**config.mk**
```make
export PLATFORM = sky130hd
export DESIGN_NAME = tdc_channel
export DESIGN_NICKNAME = d
export VERILOG_FILES = /design/src/hw/tdc_pkg.sv /design/src/hw/tdc_channel.sv
export VERILOG_INCLUDE_DIRS = /design/src /design/src/hw
export SDC_FILE = /design/constraint.sdc
export NUM_CORES = 1
export LEC_CHECK = 0
export ABC_AREA = 1
export ABC_CLOCK_PERIOD_IN_PS = 1700
export BUFFER_PORTS_ARGS = -buffer_cell sky130_fd_sc_hd__buf_2
export CAP_MARGIN = 20
export CELL_PAD_IN_SITES_DETAIL_PLACEMENT = 2
export CELL_PAD_IN_SITES_GLOBAL_PLACEMENT = 2
export CORE_MARGIN = 2
export CORE_UTILIZATION = 25
export DETAILED_ROUTE_END_ITERATION = 10
export GPL_ROUTABILITY_DRIVEN = 0
export MAX_ROUTING_LAYER = met4
export PLACE_DENSITY = 0.66
export SETUP_SLACK_MARGIN = 0.2
export SLEW_MARGIN = 20
export SYNTH_ARGS = -nofsm -noshare
export SYNTH_HDL_FRONTEND = slang
export SYNTH_SLANG_ARGS = --single-unit
```
**constraint.sdc**
```tcl
create_clock -name ref_clk -period 1.7 [get_ports ref_clk]
set_input_delay 0.255 -clock ref_clk [delete_from_list [all_inputs] [get_ports ref_clk]]
set_output_delay 0.255 -clock ref_clk [all_outputs]
set_load 0.02 [all_outputs]
```
**src/hw/tdc_map.svh**
```systemverilog
`ifndef TDC_MAP_SVH
`define TDC_MAP_SVH
`define TDC_COUNT_ZERO 16'h0000
`define TDC_DATA_RESET 16'h0000
`define TDC_MODE_DELAY 4'h4
`define TDC_MODE_RESET 4'h0
`define TDC_CLKSEL_RESET 16'h0000
`define TDC_FILTER_TAPS 2'h2
`endif

```
**src/hw/tdc_pkg.sv**
```systemverilog
package tdc_pkg;
	typedef enum logic [1:0] {
		ST_STOPPED,
		ST_WAIT_EDGE,
		ST_COUNTING,
		ST_HOLD_ZERO
	} tdc_state_t;

	typedef struct packed {
		logic unitEnable;
		logic [15:0] unitClockSelect;
		logic noiseFilterEnable;
		logic [3:0] channelModeReg;
		logic [15:0] channelDelayValue;
		logic channelOutputEnable;
		logic [1:0] prescaleSel;
	} tdc_ctrl_t;

	typedef struct packed {
		logic [2:0] inSync;
		logic [1:0] filt;
		logic inLevel;
		logic [3:0] tick;
		logic [15:0] prescaleCount;
		tdc_state_t state;
		logic [15:0] channelDownCount;
		logic channelEnabledStatus;
		logic channelDoneIrq;
		logic channelTimerOutput;
		logic [3:0] channelModeReg;
		logic [15:0] channelDelayValue;
		logic [15:0] unitClockSelect;
		logic noiseFilterEnable;
		logic channelOutputEnable;
		logic [1:0] prescaleSel;
	} tdc_state_reg_t;
endpackage
```
**src/hw/tdc_channel.sv**
```systemverilog
// Contract
// - unit disabled: no clock, writes ignored
// - enable starts clock, channels stopped
// - clock select sets four prescaled clocks
// - input noise filter switchable per input
// - start trigger sets enabled, self-clears
// - after start, wait for valid edge
// - valid edge loads delay into count
// - count down, interrupt at zero, hold
// - delay rewritable without disturbing count
// - count readable at any time
// - status register meaningless in this mode
// - stop trigger clears enabled, keeps count
// - restart from stop without re-setup
// - unit disable initializes all channel state
// - eight channels per unit, two units
`timescale 1ns/1ps
`default_nettype none
`include "tdc_map.svh"
module tdc_channel #(
	parameter int UNIT_INDEX = 0,
	parameter int CHANNEL_INDEX = 0
)(
	// clock and reset
	input wire logic ref_clk,
	input wire logic reset,
	// software control
	input wire logic timerUnitEnable,
	input wire logic writeStrobe,
	input wire tdc_pkg::tdc_ctrl_t ctrlIn,
	input wire logic startTrigger,
	input wire logic stopTrigger,
	// pins
	input wire logic channelTimerInput,
	output logic channelTimerOutput,
	output logic channelTimerOutputEnable,
	// status
	output logic [15:0] channelDownCount,
	output logic channelEnabledStatus,
	output logic channelDoneIrq,
	output logic [3:0] prescaledClockTicks,
	output logic channelStatusReg
);
	// refuse an index outside the two units of eight channels
	if (UNIT_INDEX < 0 || UNIT_INDEX > 1 || CHANNEL_INDEX < 0 || CHANNEL_INDEX > 7)
	begin : gBadIndex
		$error("unit 0..1, channel 0..7 only");
	end

	tdc_pkg::tdc_state_reg_t r;
	tdc_pkg::tdc_state_reg_t next_r;
	logic rawEdge;
	logic filtEdge;
	logic validEdge;
	logic opTick;
	logic [3:0] fieldHit;

	// each prescaled clock divides by 2^field of the clock select word
	genvar g;
	generate
		for (g = 0; g < 4; g++)
		begin : gPre
			always_comb
			begin
				fieldHit[g] = (r.prescaleCount & ((16'h0001 << r.unitClockSelect[g*4 +: 4])
					- 16'h0001)) == 16'h0000;
			end
		end
	endgenerate

	always_comb
	begin
		next_r = r;
		rawEdge = 1'b0;
		filtEdge = 1'b0;
		next_r.channelDoneIrq = 1'b0;
		next_r.tick = 4'h0;
		next_r.inSync = {r.inSync[1:0], channelTimerInput};
		// change counts once the 2nd and 3rd stage agree
		if (r.inSync[2] == r.inSync[1])
		begin
			rawEdge = r.inSync[1] & ~r.inLevel;
			next_r.inLevel = r.inSync[1];
		end
		// filter: level must stand for extra samples before it counts
		next_r.filt = (r.inSync[1] == r.inLevel) ? 2'h0 :
			((r.filt == `TDC_FILTER_TAPS) ? r.filt : r.filt + 2'h1);
		filtEdge = rawEdge && (r.filt == `TDC_FILTER_TAPS);
		validEdge = r.noiseFilterEnable ? filtEdge : rawEdge;
		if (r.noiseFilterEnable && !(r.filt == `TDC_FILTER_TAPS) && rawEdge)
			next_r.inLevel = r.inLevel; // hold off until filter settles
		if (r.noiseFilterEnable && filtEdge)
			next_r.inLevel = 1'b1;

		// prescaler runs only while the unit has its clock
		next_r.prescaleCount = r.prescaleCount + 16'h0001;
		next_r.tick = fieldHit;
		opTick = r.tick[r.prescaleSel];

		if (writeStrobe)
		begin
			next_r.unitClockSelect = ctrlIn.unitClockSelect;
			next_r.noiseFilterEnable = ctrlIn.noiseFilterEnable;
			next_r.channelModeReg = ctrlIn.channelModeReg;
			next_r.channelDelayValue = ctrlIn.channelDelayValue;
			next_r.channelOutputEnable = ctrlIn.channelOutputEnable;
			next_r.prescaleSel = ctrlIn.prescaleSel;
		end

		case (r.state)
			tdc_pkg::ST_STOPPED:
			begin
				// input edges fall through here unused
				if (startTrigger)
				begin
					next_r.state = tdc_pkg::ST_WAIT_EDGE;
					next_r.channelEnabledStatus = 1'b1;
				end
			end
			tdc_pkg::ST_WAIT_EDGE, tdc_pkg::ST_HOLD_ZERO:
			begin
				if (validEdge)
				begin
					next_r.channelDownCount = r.channelDelayValue;
					next_r.state = tdc_pkg::ST_COUNTING;
				end
			end
			tdc_pkg::ST_COUNTING:
			begin
				if (validEdge)
					next_r.channelDownCount = r.channelDelayValue;
				else if (opTick)
				begin
					if (r.channelDownCount == `TDC_COUNT_ZERO)
					begin
						next_r.channelDoneIrq = 1'b1;
						next_r.state = tdc_pkg::ST_HOLD_ZERO;
					end
					else
					begin
						next_r.channelDownCount = r.channelDownCount - 16'h0001;
					end
				end
			end
			default:
			begin
				next_r.state = tdc_pkg::ST_STOPPED;
			end
		endcase

		// stop acts only outside stopped, so start wins while stopped; count is held
		if (stopTrigger && r.state != tdc_pkg::ST_STOPPED)
		begin
			next_r.state = tdc_pkg::ST_STOPPED;
			next_r.channelEnabledStatus = 1'b0;
			next_r.channelDownCount = r.channelDownCount;
			next_r.channelDoneIrq = 1'b0;
		end
		next_r.channelTimerOutput = 1'b0;
	end

	always_ff @(posedge ref_clk)
	begin
		if (reset || !timerUnitEnable)
		begin
			r <= '{state: tdc_pkg::ST_STOPPED, channelModeReg: `TDC_MODE_RESET,
				channelDelayValue: `TDC_DATA_RESET, unitClockSelect: `TDC_CLKSEL_RESET,
				default: '0};
		end
		else
		begin
			r <= next_r;
		end
	end

	assign channelTimerOutput = r.channelTimerOutput;
	assign channelTimerOutputEnable = r.channelOutputEnable; // software keeps 0 here
	assign channelDownCount = r.channelDownCount;
	assign channelEnabledStatus = r.channelEnabledStatus;
	assign channelDoneIrq = r.channelDoneIrq;
	assign prescaledClockTicks = r.tick;
	assign channelStatusReg = 1'b0;
endmodule
`default_nettype wire

```
Yosys cells after proc, flatten, opt, wreduce, memory -nomap -nowiden --
Cells that the tools add are included.
Word-level totals: register bits 83, input bits 48, output and inout port bits 25, logic and storage cells 92
Operators by class: add/subtract/negate cells 7, $lt $le $gt $ge 1, eq/ne operators 14, shift-type cells 4, muxes and demuxes 17, bitwise logic cells 9, reduce and logical (&&, ||, !) cells 25
Operator list (number):
- $logic_not 16->1 | 5
- $sub 16x1->16 const B | 5
- $and 16x16->16 | 4
- $shl 1x4->16 const A | 4
- $mux 18 | 2
- $mux 16 | 2
- $pmux 16 s2 | 1
- $add 16x1->16 const B | 1
- $ne 2x2->1 const B | 5
- $reduce_and 5->1 | 2
- $mux 1 | 7
- $eq 2x2->1 const B | 3
- $mux 2 | 3
- $ne 3x3->1 const B | 2
- $pmux 2 s3 | 1
- $reduce_bool 2->1 | 3
- $reduce_or 2->1 | 3
- $logic_and 1x1->1 | 5
- $reduce_or 5->1 | 1
- $not 1->1 | 4
- $reduce_and 2->1 | 2
- $lt 2x3->1 const B | 1
- $add 2x1->2 const B | 1
- $bmux 1 s2 | 1
- other kinds (7) | 9

Depth between registers and ports, before layout --
Gate-level depths: netlist (run 1).
depth in word-level cells 7, gate-level depth with buffers 13, gate-level depth less buffers 12

Worst setup path before layout (run 1) --
No wires, ideal clock.
kind register -> register, start point reg r[82] in the netlist's numbering, end point reg r, in the netlist channelDownCount[2], library setup time 0.116 ns, arrival 1.570 ns, required time 1.584 ns, setup slack 0.015 ns, stages on the path, launching flop included 12, buffers on the path 1, clock period less this slack 1.685 ns, cell sequence dfxtp_1 inv_1 ha_1 nor2_2 nor2_4 a21oi_2 nand2_4 nand2_8 inv_4 buf_6 nor2_1 nor2_1
On the way: cells in the longest elaborated chain, start to end 5, elaborated cells between the ends (all ways) 9, classes of those cells eq/ne: 4; mux: 3; reduce/logical: 2
RTL lines:
- start, declared | line tdc_channel.sv:50 | tdc_pkg::tdc_state_reg_t r;
- start signal, assigned | line tdc_channel.sv:166 | r <= '{state: tdc_pkg::ST_STOPPED, channelModeReg: `TDC_MODE_RESET,
- start signal, assigned | line tdc_channel.sv:172 | r <= next_r;
- $eq 2x2->1 (no line) *
- $logic_and 1x1->1 * | line tdc_channel.sv:88 | filtEdge = rawEdge && (r.filt == `TDC_FILTER_TAPS);
- $mux 1 * | line tdc_channel.sv:89 | validEdge = r.noiseFilterEnable ? filtEdge : rawEdge;
- $ne 3x3->1 (no line), or another cell as far along
- $reduce_and 5->1 (no line) / $pmux 16 s2 (equally long branches)
Every way passes the cells marked *; elsewhere a longest branch is shown, timed or not. A chain may end at the register's enable or synchronous reset.

Worst setup path after layout (run 1) --
start point reg r, in the netlist next_r[86], end point reg r, in the netlist channelDownCount[4]
On the way: cells in the longest elaborated chain, start to end 6, elaborated cells between the ends (all ways) 11, classes of those cells eq/ne: 4; mux: 4; bitwise: 1; reduce/logical: 2
RTL lines:
- $and 1x1->1 / $eq 1x1->1 (equally long branches) | line tdc_channel.sv:82, tdc_channel.sv:80
- $mux 1 * | line tdc_channel.sv:80 | if (r.inSync[2] == r.inSync[1])
- $logic_and 1x1->1 | line tdc_channel.sv:88
- $mux 1 * | line tdc_channel.sv:89
- $ne 3x3->1 (no line), or another cell as far along
- $reduce_and 5->1 (no line) / $pmux 16 s2 (equally long branches)
Marked as above.

==> flow_metrics.env, run 1 <==
export IMPL_numCtsBuffers=9
export IMPL_synthArstFlopShare_pct=0
export IMPL_n_antenna_cell=0
export IMPL_vias_per_cell=4.74
export IMPL_crit_fanout=7
export IMPL_met1_usage_pct=23.2
export IMPL_final_cell_mix="158 x nand2_1, 80 x inv_1, 73 x nor2_1, 73 x buf_4, 65 x buf_2"
export IMPL_core_area_mm2=0.0195
export IMPL_dieArea_mm2=0.0209
export IMPL_grt_pass1_vias=5882
export IMPL_portBuffers=65
export IMPL_ant_nets=0
export IMPL_drt_iter0_drc=161
export IMPL_die_height_um=145
export IMPL_insertion_delay_ps=350
export IMPL_run_status="completed"
export IMPL_synth_edf_count=0
export IMPL_rsz0062_at_grt="yes"
export IMPL_hold_path_class="in -> reg"
export IMPL_timing_hold_ws_ps=125
export IMPL_min_period_ps=1600
export IMPL_fillCellCount=2329
export IMPL_finalPower_uw=4620
export IMPL_worst_slack_ps=101
export IMPL_start_util_pct=25.4
export IMPL_row_count=51
export IMPL_cts_root_buf="clkbuf_16"
export IMPL_ys_warn_count=0
export IMPL_drt_first_pass_iters=4
export IMPL_worstPathArrival_ps=1880
export IMPL_setup_viol=0
export IMPL_synth_area_mm2=0.00495
export IMPL_crit_type="reg -> reg"
export IMPL_fp_dieW_um=145
export IMPL_syn_inst=758
export IMPL_skew_ps=7.26
export IMPL_cp_num_buf_inv=3
export IMPL_synth_seq_cells=81
export IMPL_drc=0
export IMPL_grt_pass1_wl_mm=30.6
export IMPL_hold_viol=0
export IMPL_crit_path_frequent_cell="buf_6"
export IMPL_final_common_cell="nand2_1"
export IMPL_synth_cell_types=43
export IMPL_drt_total_wl_mm=19.4
export IMPL_fin_tns_setup_ps=0
export IMPL_cap_violations=0
export IMPL_path_cells="buf_6 > xnor2_4 > buf_6 > a21oi_4 > nand2_4 > nand2_8 > buf_12 > o21ai_2 > nor2_1"
export IMPL_wl_per_cell_um=17.0
export IMPL_drive_gt1_share_pct=32.3
export IMPL_use_met2_pct=35.1
export IMPL_critPathTopFamily="buffers and inverters"
export IMPL_cts_clk_slew_worst_paths_ps=70
export IMPL_num_vias=5418
export IMPL_cts_sinks=81
export IMPL_ys_seq_area_share_pct=32.8
export IMPL_grt_usage_pct=19.4
export IMPL_irDropWorstVdd_mv=0.443
export IMPL_endpoint_kind="flop"
export IMPL_synth_top_flop_cell="dfxtp_1"
export IMPL_cts_max_level=3
export IMPL_cp_slowest_cell="dfxtp_4"
export IMPL_overflow=0
export IMPL_p_leak_uw=0.00301
export IMPL_syn_to_final_growth_pct=35.9
export IMPL_min_period_over_period_pct=94.1
export IMPL_cp_required_ps=1980
export IMPL_io_pins=73
export IMPL_grt_start_max_net_pins=35
export IMPL_cts_tree="built"
export IMPL_max_stage_delay_ps=360
export IMPL_final_nets=929
export IMPL_clock_path_buffers=2
export IMPL_use_met3_pct=1.91
export IMPL_maxSlewViolCount=0
export IMPL_top_usage_layer="met2"
export IMPL_avgSynthCellArea_um2=6.53
export IMPL_grt_antenna_before_repair=0
export IMPL_cp_start_kind="flop"
export IMPL_power_density_mw_per_mm2=687
export IMPL_fmax_mhz=625
export IMPL_dp_hpwl_mm=14.0
export IMPL_pre_cts_slack_ps=-21.6
export IMPL_final_util_pct=34.6
flip-flops by register name, indices dropped and copies added (netlist names):
register and flops:
channelDoneIrq 1, r 56, channelEnabledStatus 1, prescaledClockTicks 4, channelDownCount 16, next_r 2
channelTimerOutputEnable 1
metrics by stage:
step,instances,area [µm²]
2_1_floorplan,759,5080
3_3_place_gp,1094,5890
3_5_place_dp,1094,5890
4_1_cts,1126,6430
5_1_grt,1143,6730
6_report,1143,6730
worst paths after layout:
path | startpoint | endpoint | slack (ps) | cells past startpoint
max | next_r[86]$_SDFF_PP0_ | channelDownCount[4]$_SDFFE_PP0P_ | 100 | 9
min | channelTimerInput | next_r[85]$_SDFF_PP0_ | 120 | 3
max reg2reg | next_r[86]$_SDFF_PP0_ | channelDownCount[4]$_SDFFE_PP0P_ | 100 | 9
min reg2reg | next_r[85]$_SDFF_PP0_ | next_r[86]$_SDFF_PP0_ | 410 | 2
timing repair:
| item | CTS | global route |
|---|---|---|
| gates resized for setup | 47 | 52 |
| gates cloned | 0 | 0 |
| hold buffers | 0 | 0 |
| setup buffers | 16 | 17 |
| pin swaps | 21 | 20 |
| setup endpoints to repair | 28 | 26 |
synth_stat cells (4+ instances only):
master | number | area (µm²)
nand3b_1 | 6 | 45.0
xor2_1 | 6 | 52.6
nand2_1 | 169 | 634
o21ai_1 | 4 | 20.0
a21oi_2 | 9 | 78.8
nand3_1 | 46 | 230
nand2_2 | 10 | 62.6
nor2_1 | 91 | 342
xnor2_1 | 4 | 35.0
buf_2 | 4 | 20.0
dfxtp_1 | 81 | 1620
nand4_1 | 8 | 50.1
o21ai_0 | 56 | 280
o211ai_1 | 13 | 97.6
o22ai_1 | 4 | 25.0
clkbuf_1 | 18 | 67.6
nor2_2 | 8 | 50.1
ha_1 | 8 | 100
buf_4 | 23 | 173
a21oi_1 | 64 | 320
inv_1 | 88 | 330
nor3_1 | 10 | 50.1
where the power goes:
group	switching [µW]	total [µW]	internal, µW
Sequential	45.6	1990	1940
Combinational	444	744	300
Clock	863	1890	1030
worst register-to-register path, cell delays in order, from the launching register on:
cell     delay (ps)
dfxtp_4         360
buf_6           130
xnor2_4         140
buf_6           140
a21oi_4         210
nand2_4         100
nand2_8         120
buf_12          150
o21ai_2          60
nor2_1          120
cell families after synthesis:
logic type / count (synthesis) / share of synthesized area, %
and+or+nand+nor: 361 / 32.0
AOI/OAI and AO/OA: 157 / 17.9
buffers and inverters: 137 / 12.7
DFF: 81 / 32.8
xor gates and xnor gates: 11 / 2.10
adders and majority gates: 8 / 2.02
muxes: 2 / 0.404
other: 1 / 0.0757
per-layer routing:
layer | vias to the layer above | wire length, µm | share of wire, %
li1 | 2672 | - | -
met1 | 2663 | 8660 | 45
met2 | 68 | 10200 | 53
met3 | 15 | 344 | 1.8
met4 | 0 | 219 | 1.1
met5 | - | 0 | 0
final cells by class:
type / count / area (µm²) / area share [%]
inverter: 90 / 345 / 5.13
sequential: 81 / 1660 / 24.7
timing repair buffer: 150 / 1050 / 15.6
clock inverter: 5 / 31.3 / 0.465
clock buffer: 11 / 243 / 3.61
tap: 265 / 332 / 4.93
multi-input combinational: 541 / 3060 / 45.5
No activity file was read; power rests on OpenSTA's default activity.
==> inputs of run 2 (changes only) <==
- CELL_PAD_IN_SITES_DETAIL_PLACEMENT: 2 -> default
- CELL_PAD_IN_SITES_GLOBAL_PLACEMENT: 2 -> default
- PLACE_DENSITY: 0.66 -> 0.4
- SKIP_CTS_REPAIR_TIMING: default -> 1
==> flow_metrics.env, run 2 (synthesized netlist as in run 1, its figures left out) <==
export IMPL_run_status="completed"
export IMPL_numCtsBuffers=9
export IMPL_portBuffers=65
export IMPL_max_stage_delay_ps=330
export IMPL_final_cell_mix="157 x nand2_1, 80 x inv_1, 78 x nor2_1"
export IMPL_fin_cells=1134
export IMPL_p_leak_uw=0.00295
export IMPL_regMostFlops="r"
export IMPL_row_count=51
export IMPL_cts_sinks=81
export IMPL_critPathTopFamily="simple AND/OR/NAND/NOR gates"
export IMPL_fmax_mhz=641
export IMPL_crit_type="reg -> reg"
export IMPL_worstPathArrival_ps=1810
export IMPL_crit_path_frequent_cell="nor2_4"
export IMPL_grt_usage_pct=15.2
export IMPL_overflow=0
export IMPL_rsz0062_at_grt="yes"
export IMPL_hold_viol=0
export IMPL_start_util_pct=25.4
export IMPL_final_common_cell="nand2_1"
export IMPL_wl_per_cell_um=13.3
export IMPL_vias_per_cell=4.36
export IMPL_setup_viol=0
export IMPL_drt_first_pass_iters=4
export IMPL_fin_tns_setup_ps=0
export IMPL_num_vias=4946
export IMPL_cp_slowest_cell="dfxtp_2"
export IMPL_path_cells="inv_2 > ha_4 > nor2_4 > nor2_4 > nand2_2 > a21oi_4 > nand2_8 > buf_12 > o21ai_2 > nor2_1"
export IMPL_n_antenna_cell=0
export IMPL_largest_reg_flops=56
export IMPL_endpoint_kind="flop"
export IMPL_maxSlewViolCount=0
export IMPL_min_period_over_period_pct=91.7
export IMPL_syn_to_final_growth_pct=33.3
export IMPL_die_height_um=145
export IMPL_cts_clk_slew_worst_paths_ps=70
export IMPL_worst_slew_pin_slew_ps=550
export IMPL_hold_path_class="in -> reg"
export IMPL_final_util_pct=33.9
export IMPL_skew_ps=12.3
export IMPL_cp_required_ps=1950
export IMPL_slew_headroom_pct=62.9
export IMPL_fillCellCount=2148
export IMPL_io_pins=73
export IMPL_drc=0
export IMPL_drive_gt1_share_pct=30.3
export IMPL_grt_antenna_before_repair=0
export IMPL_drt_total_wl_mm=15.1
export IMPL_fp_dieW_um=145
export IMPL_cts_tree="built"
export IMPL_grt_start_max_net_pins=24
export IMPL_cp_start_kind="flop"
export IMPL_dp_hpwl_mm=11.5
export IMPL_drt_iter0_drc=165
export IMPL_place_inst=1106
export IMPL_cts_max_level=3
export IMPL_cts_root_buf="clkbuf_16"
export IMPL_irDropWorstVdd_mv=0.461
export IMPL_grt_pass1_vias=4504
export IMPL_final_nets=920
export IMPL_crit_fanout=7
export IMPL_power_density_mw_per_mm2=717
export IMPL_min_period_ps=1560
export IMPL_insertion_delay_ps=350
export IMPL_timing_hold_ws_ps=125
export IMPL_core_area_mm2=0.0195
export IMPL_cap_violations=0
export IMPL_clock_path_buffers=2
export IMPL_ant_nets=0
export IMPL_cp_num_buf_inv=2
export IMPL_grt_pass1_wl_mm=23.6
export IMPL_dieArea_mm2=0.0209
## run 2: changes by cell type in the layout (fill, tap and decap cells not counted), sizes merged
cell | previous run | this run
bufinv | 0 | 1
clkinv | 5 | 3
buf | 150 | 141
inv | 89 | 91
clkinvlp | 1 | 0
## run 2: tightest hold or removal path, cell delays in order
cell and delay [ps]:
buf_2 100, inv_1 50, nor2_1 40
## run 2: area by class of cell
| class | instances | area (µm²) | area share, % |
|---|---|---|---|
| clock buffers | 11 | 243 | 3.68 |
| clock inverters | 5 | 61.3 | 0.929 |
| inverters | 90 | 348 | 5.27 |
| multi-input cells | 541 | 3030 | 45.9 |
| flip-flops and latches | 81 | 1650 | 25.0 |
| well taps | 265 | 332 | 5.03 |
| repair buffers | 141 | 941 | 14.3 |
## run 2: path summary, 6_finish.rpt
kind                         startpoint                               end  slack, ps  cells past startpoint
setup / recovery     r[82]$_SDFFE_PP0N_  channelDownCount[4]$_SDFFE_PP0P_        140                     10
hold / removal        channelTimerInput             next_r[85]$_SDFF_PP0_        120                      3
hold reg to reg   next_r[85]$_SDFF_PP0_             next_r[86]$_SDFF_PP0_        400                      2
setup reg to reg     r[82]$_SDFFE_PP0N_  channelDownCount[4]$_SDFFE_PP0P_        140                     10
## run 2: power breakdown
| group | switching, µW | internal (µW) | leakage [µW] |
|---|---|---|---|
| Sequential | 42.8 | 1950 | 0.000666 |
| Combinational | 404 | 286 | 0.00213 |
| Clock | 864 | 1190 | 0.000151 |
## run 2: routing by layer
layer | vias up | global-route usage [%] | wire length (µm)
met3 | 10 | 3.46 | 491
met5 | - | - | 0
li1 | 2656 | - | -
met1 | 2210 | 19.5 | 7160
met4 | 0 | 3.63 | 126
met2 | 70 | 24.5 | 7350
## run 2: per-stage QoR
stage	cell area, µm²	total power (µW)	setup WS (ps)
after detailed placement	5960	2660	43.9
after global routing	6600	4980	33.5
after global placement	5960	2670	52.8
after CTS	6270	4760	36.8
final	6600	4730	141
after floorplan	5080	2440	136
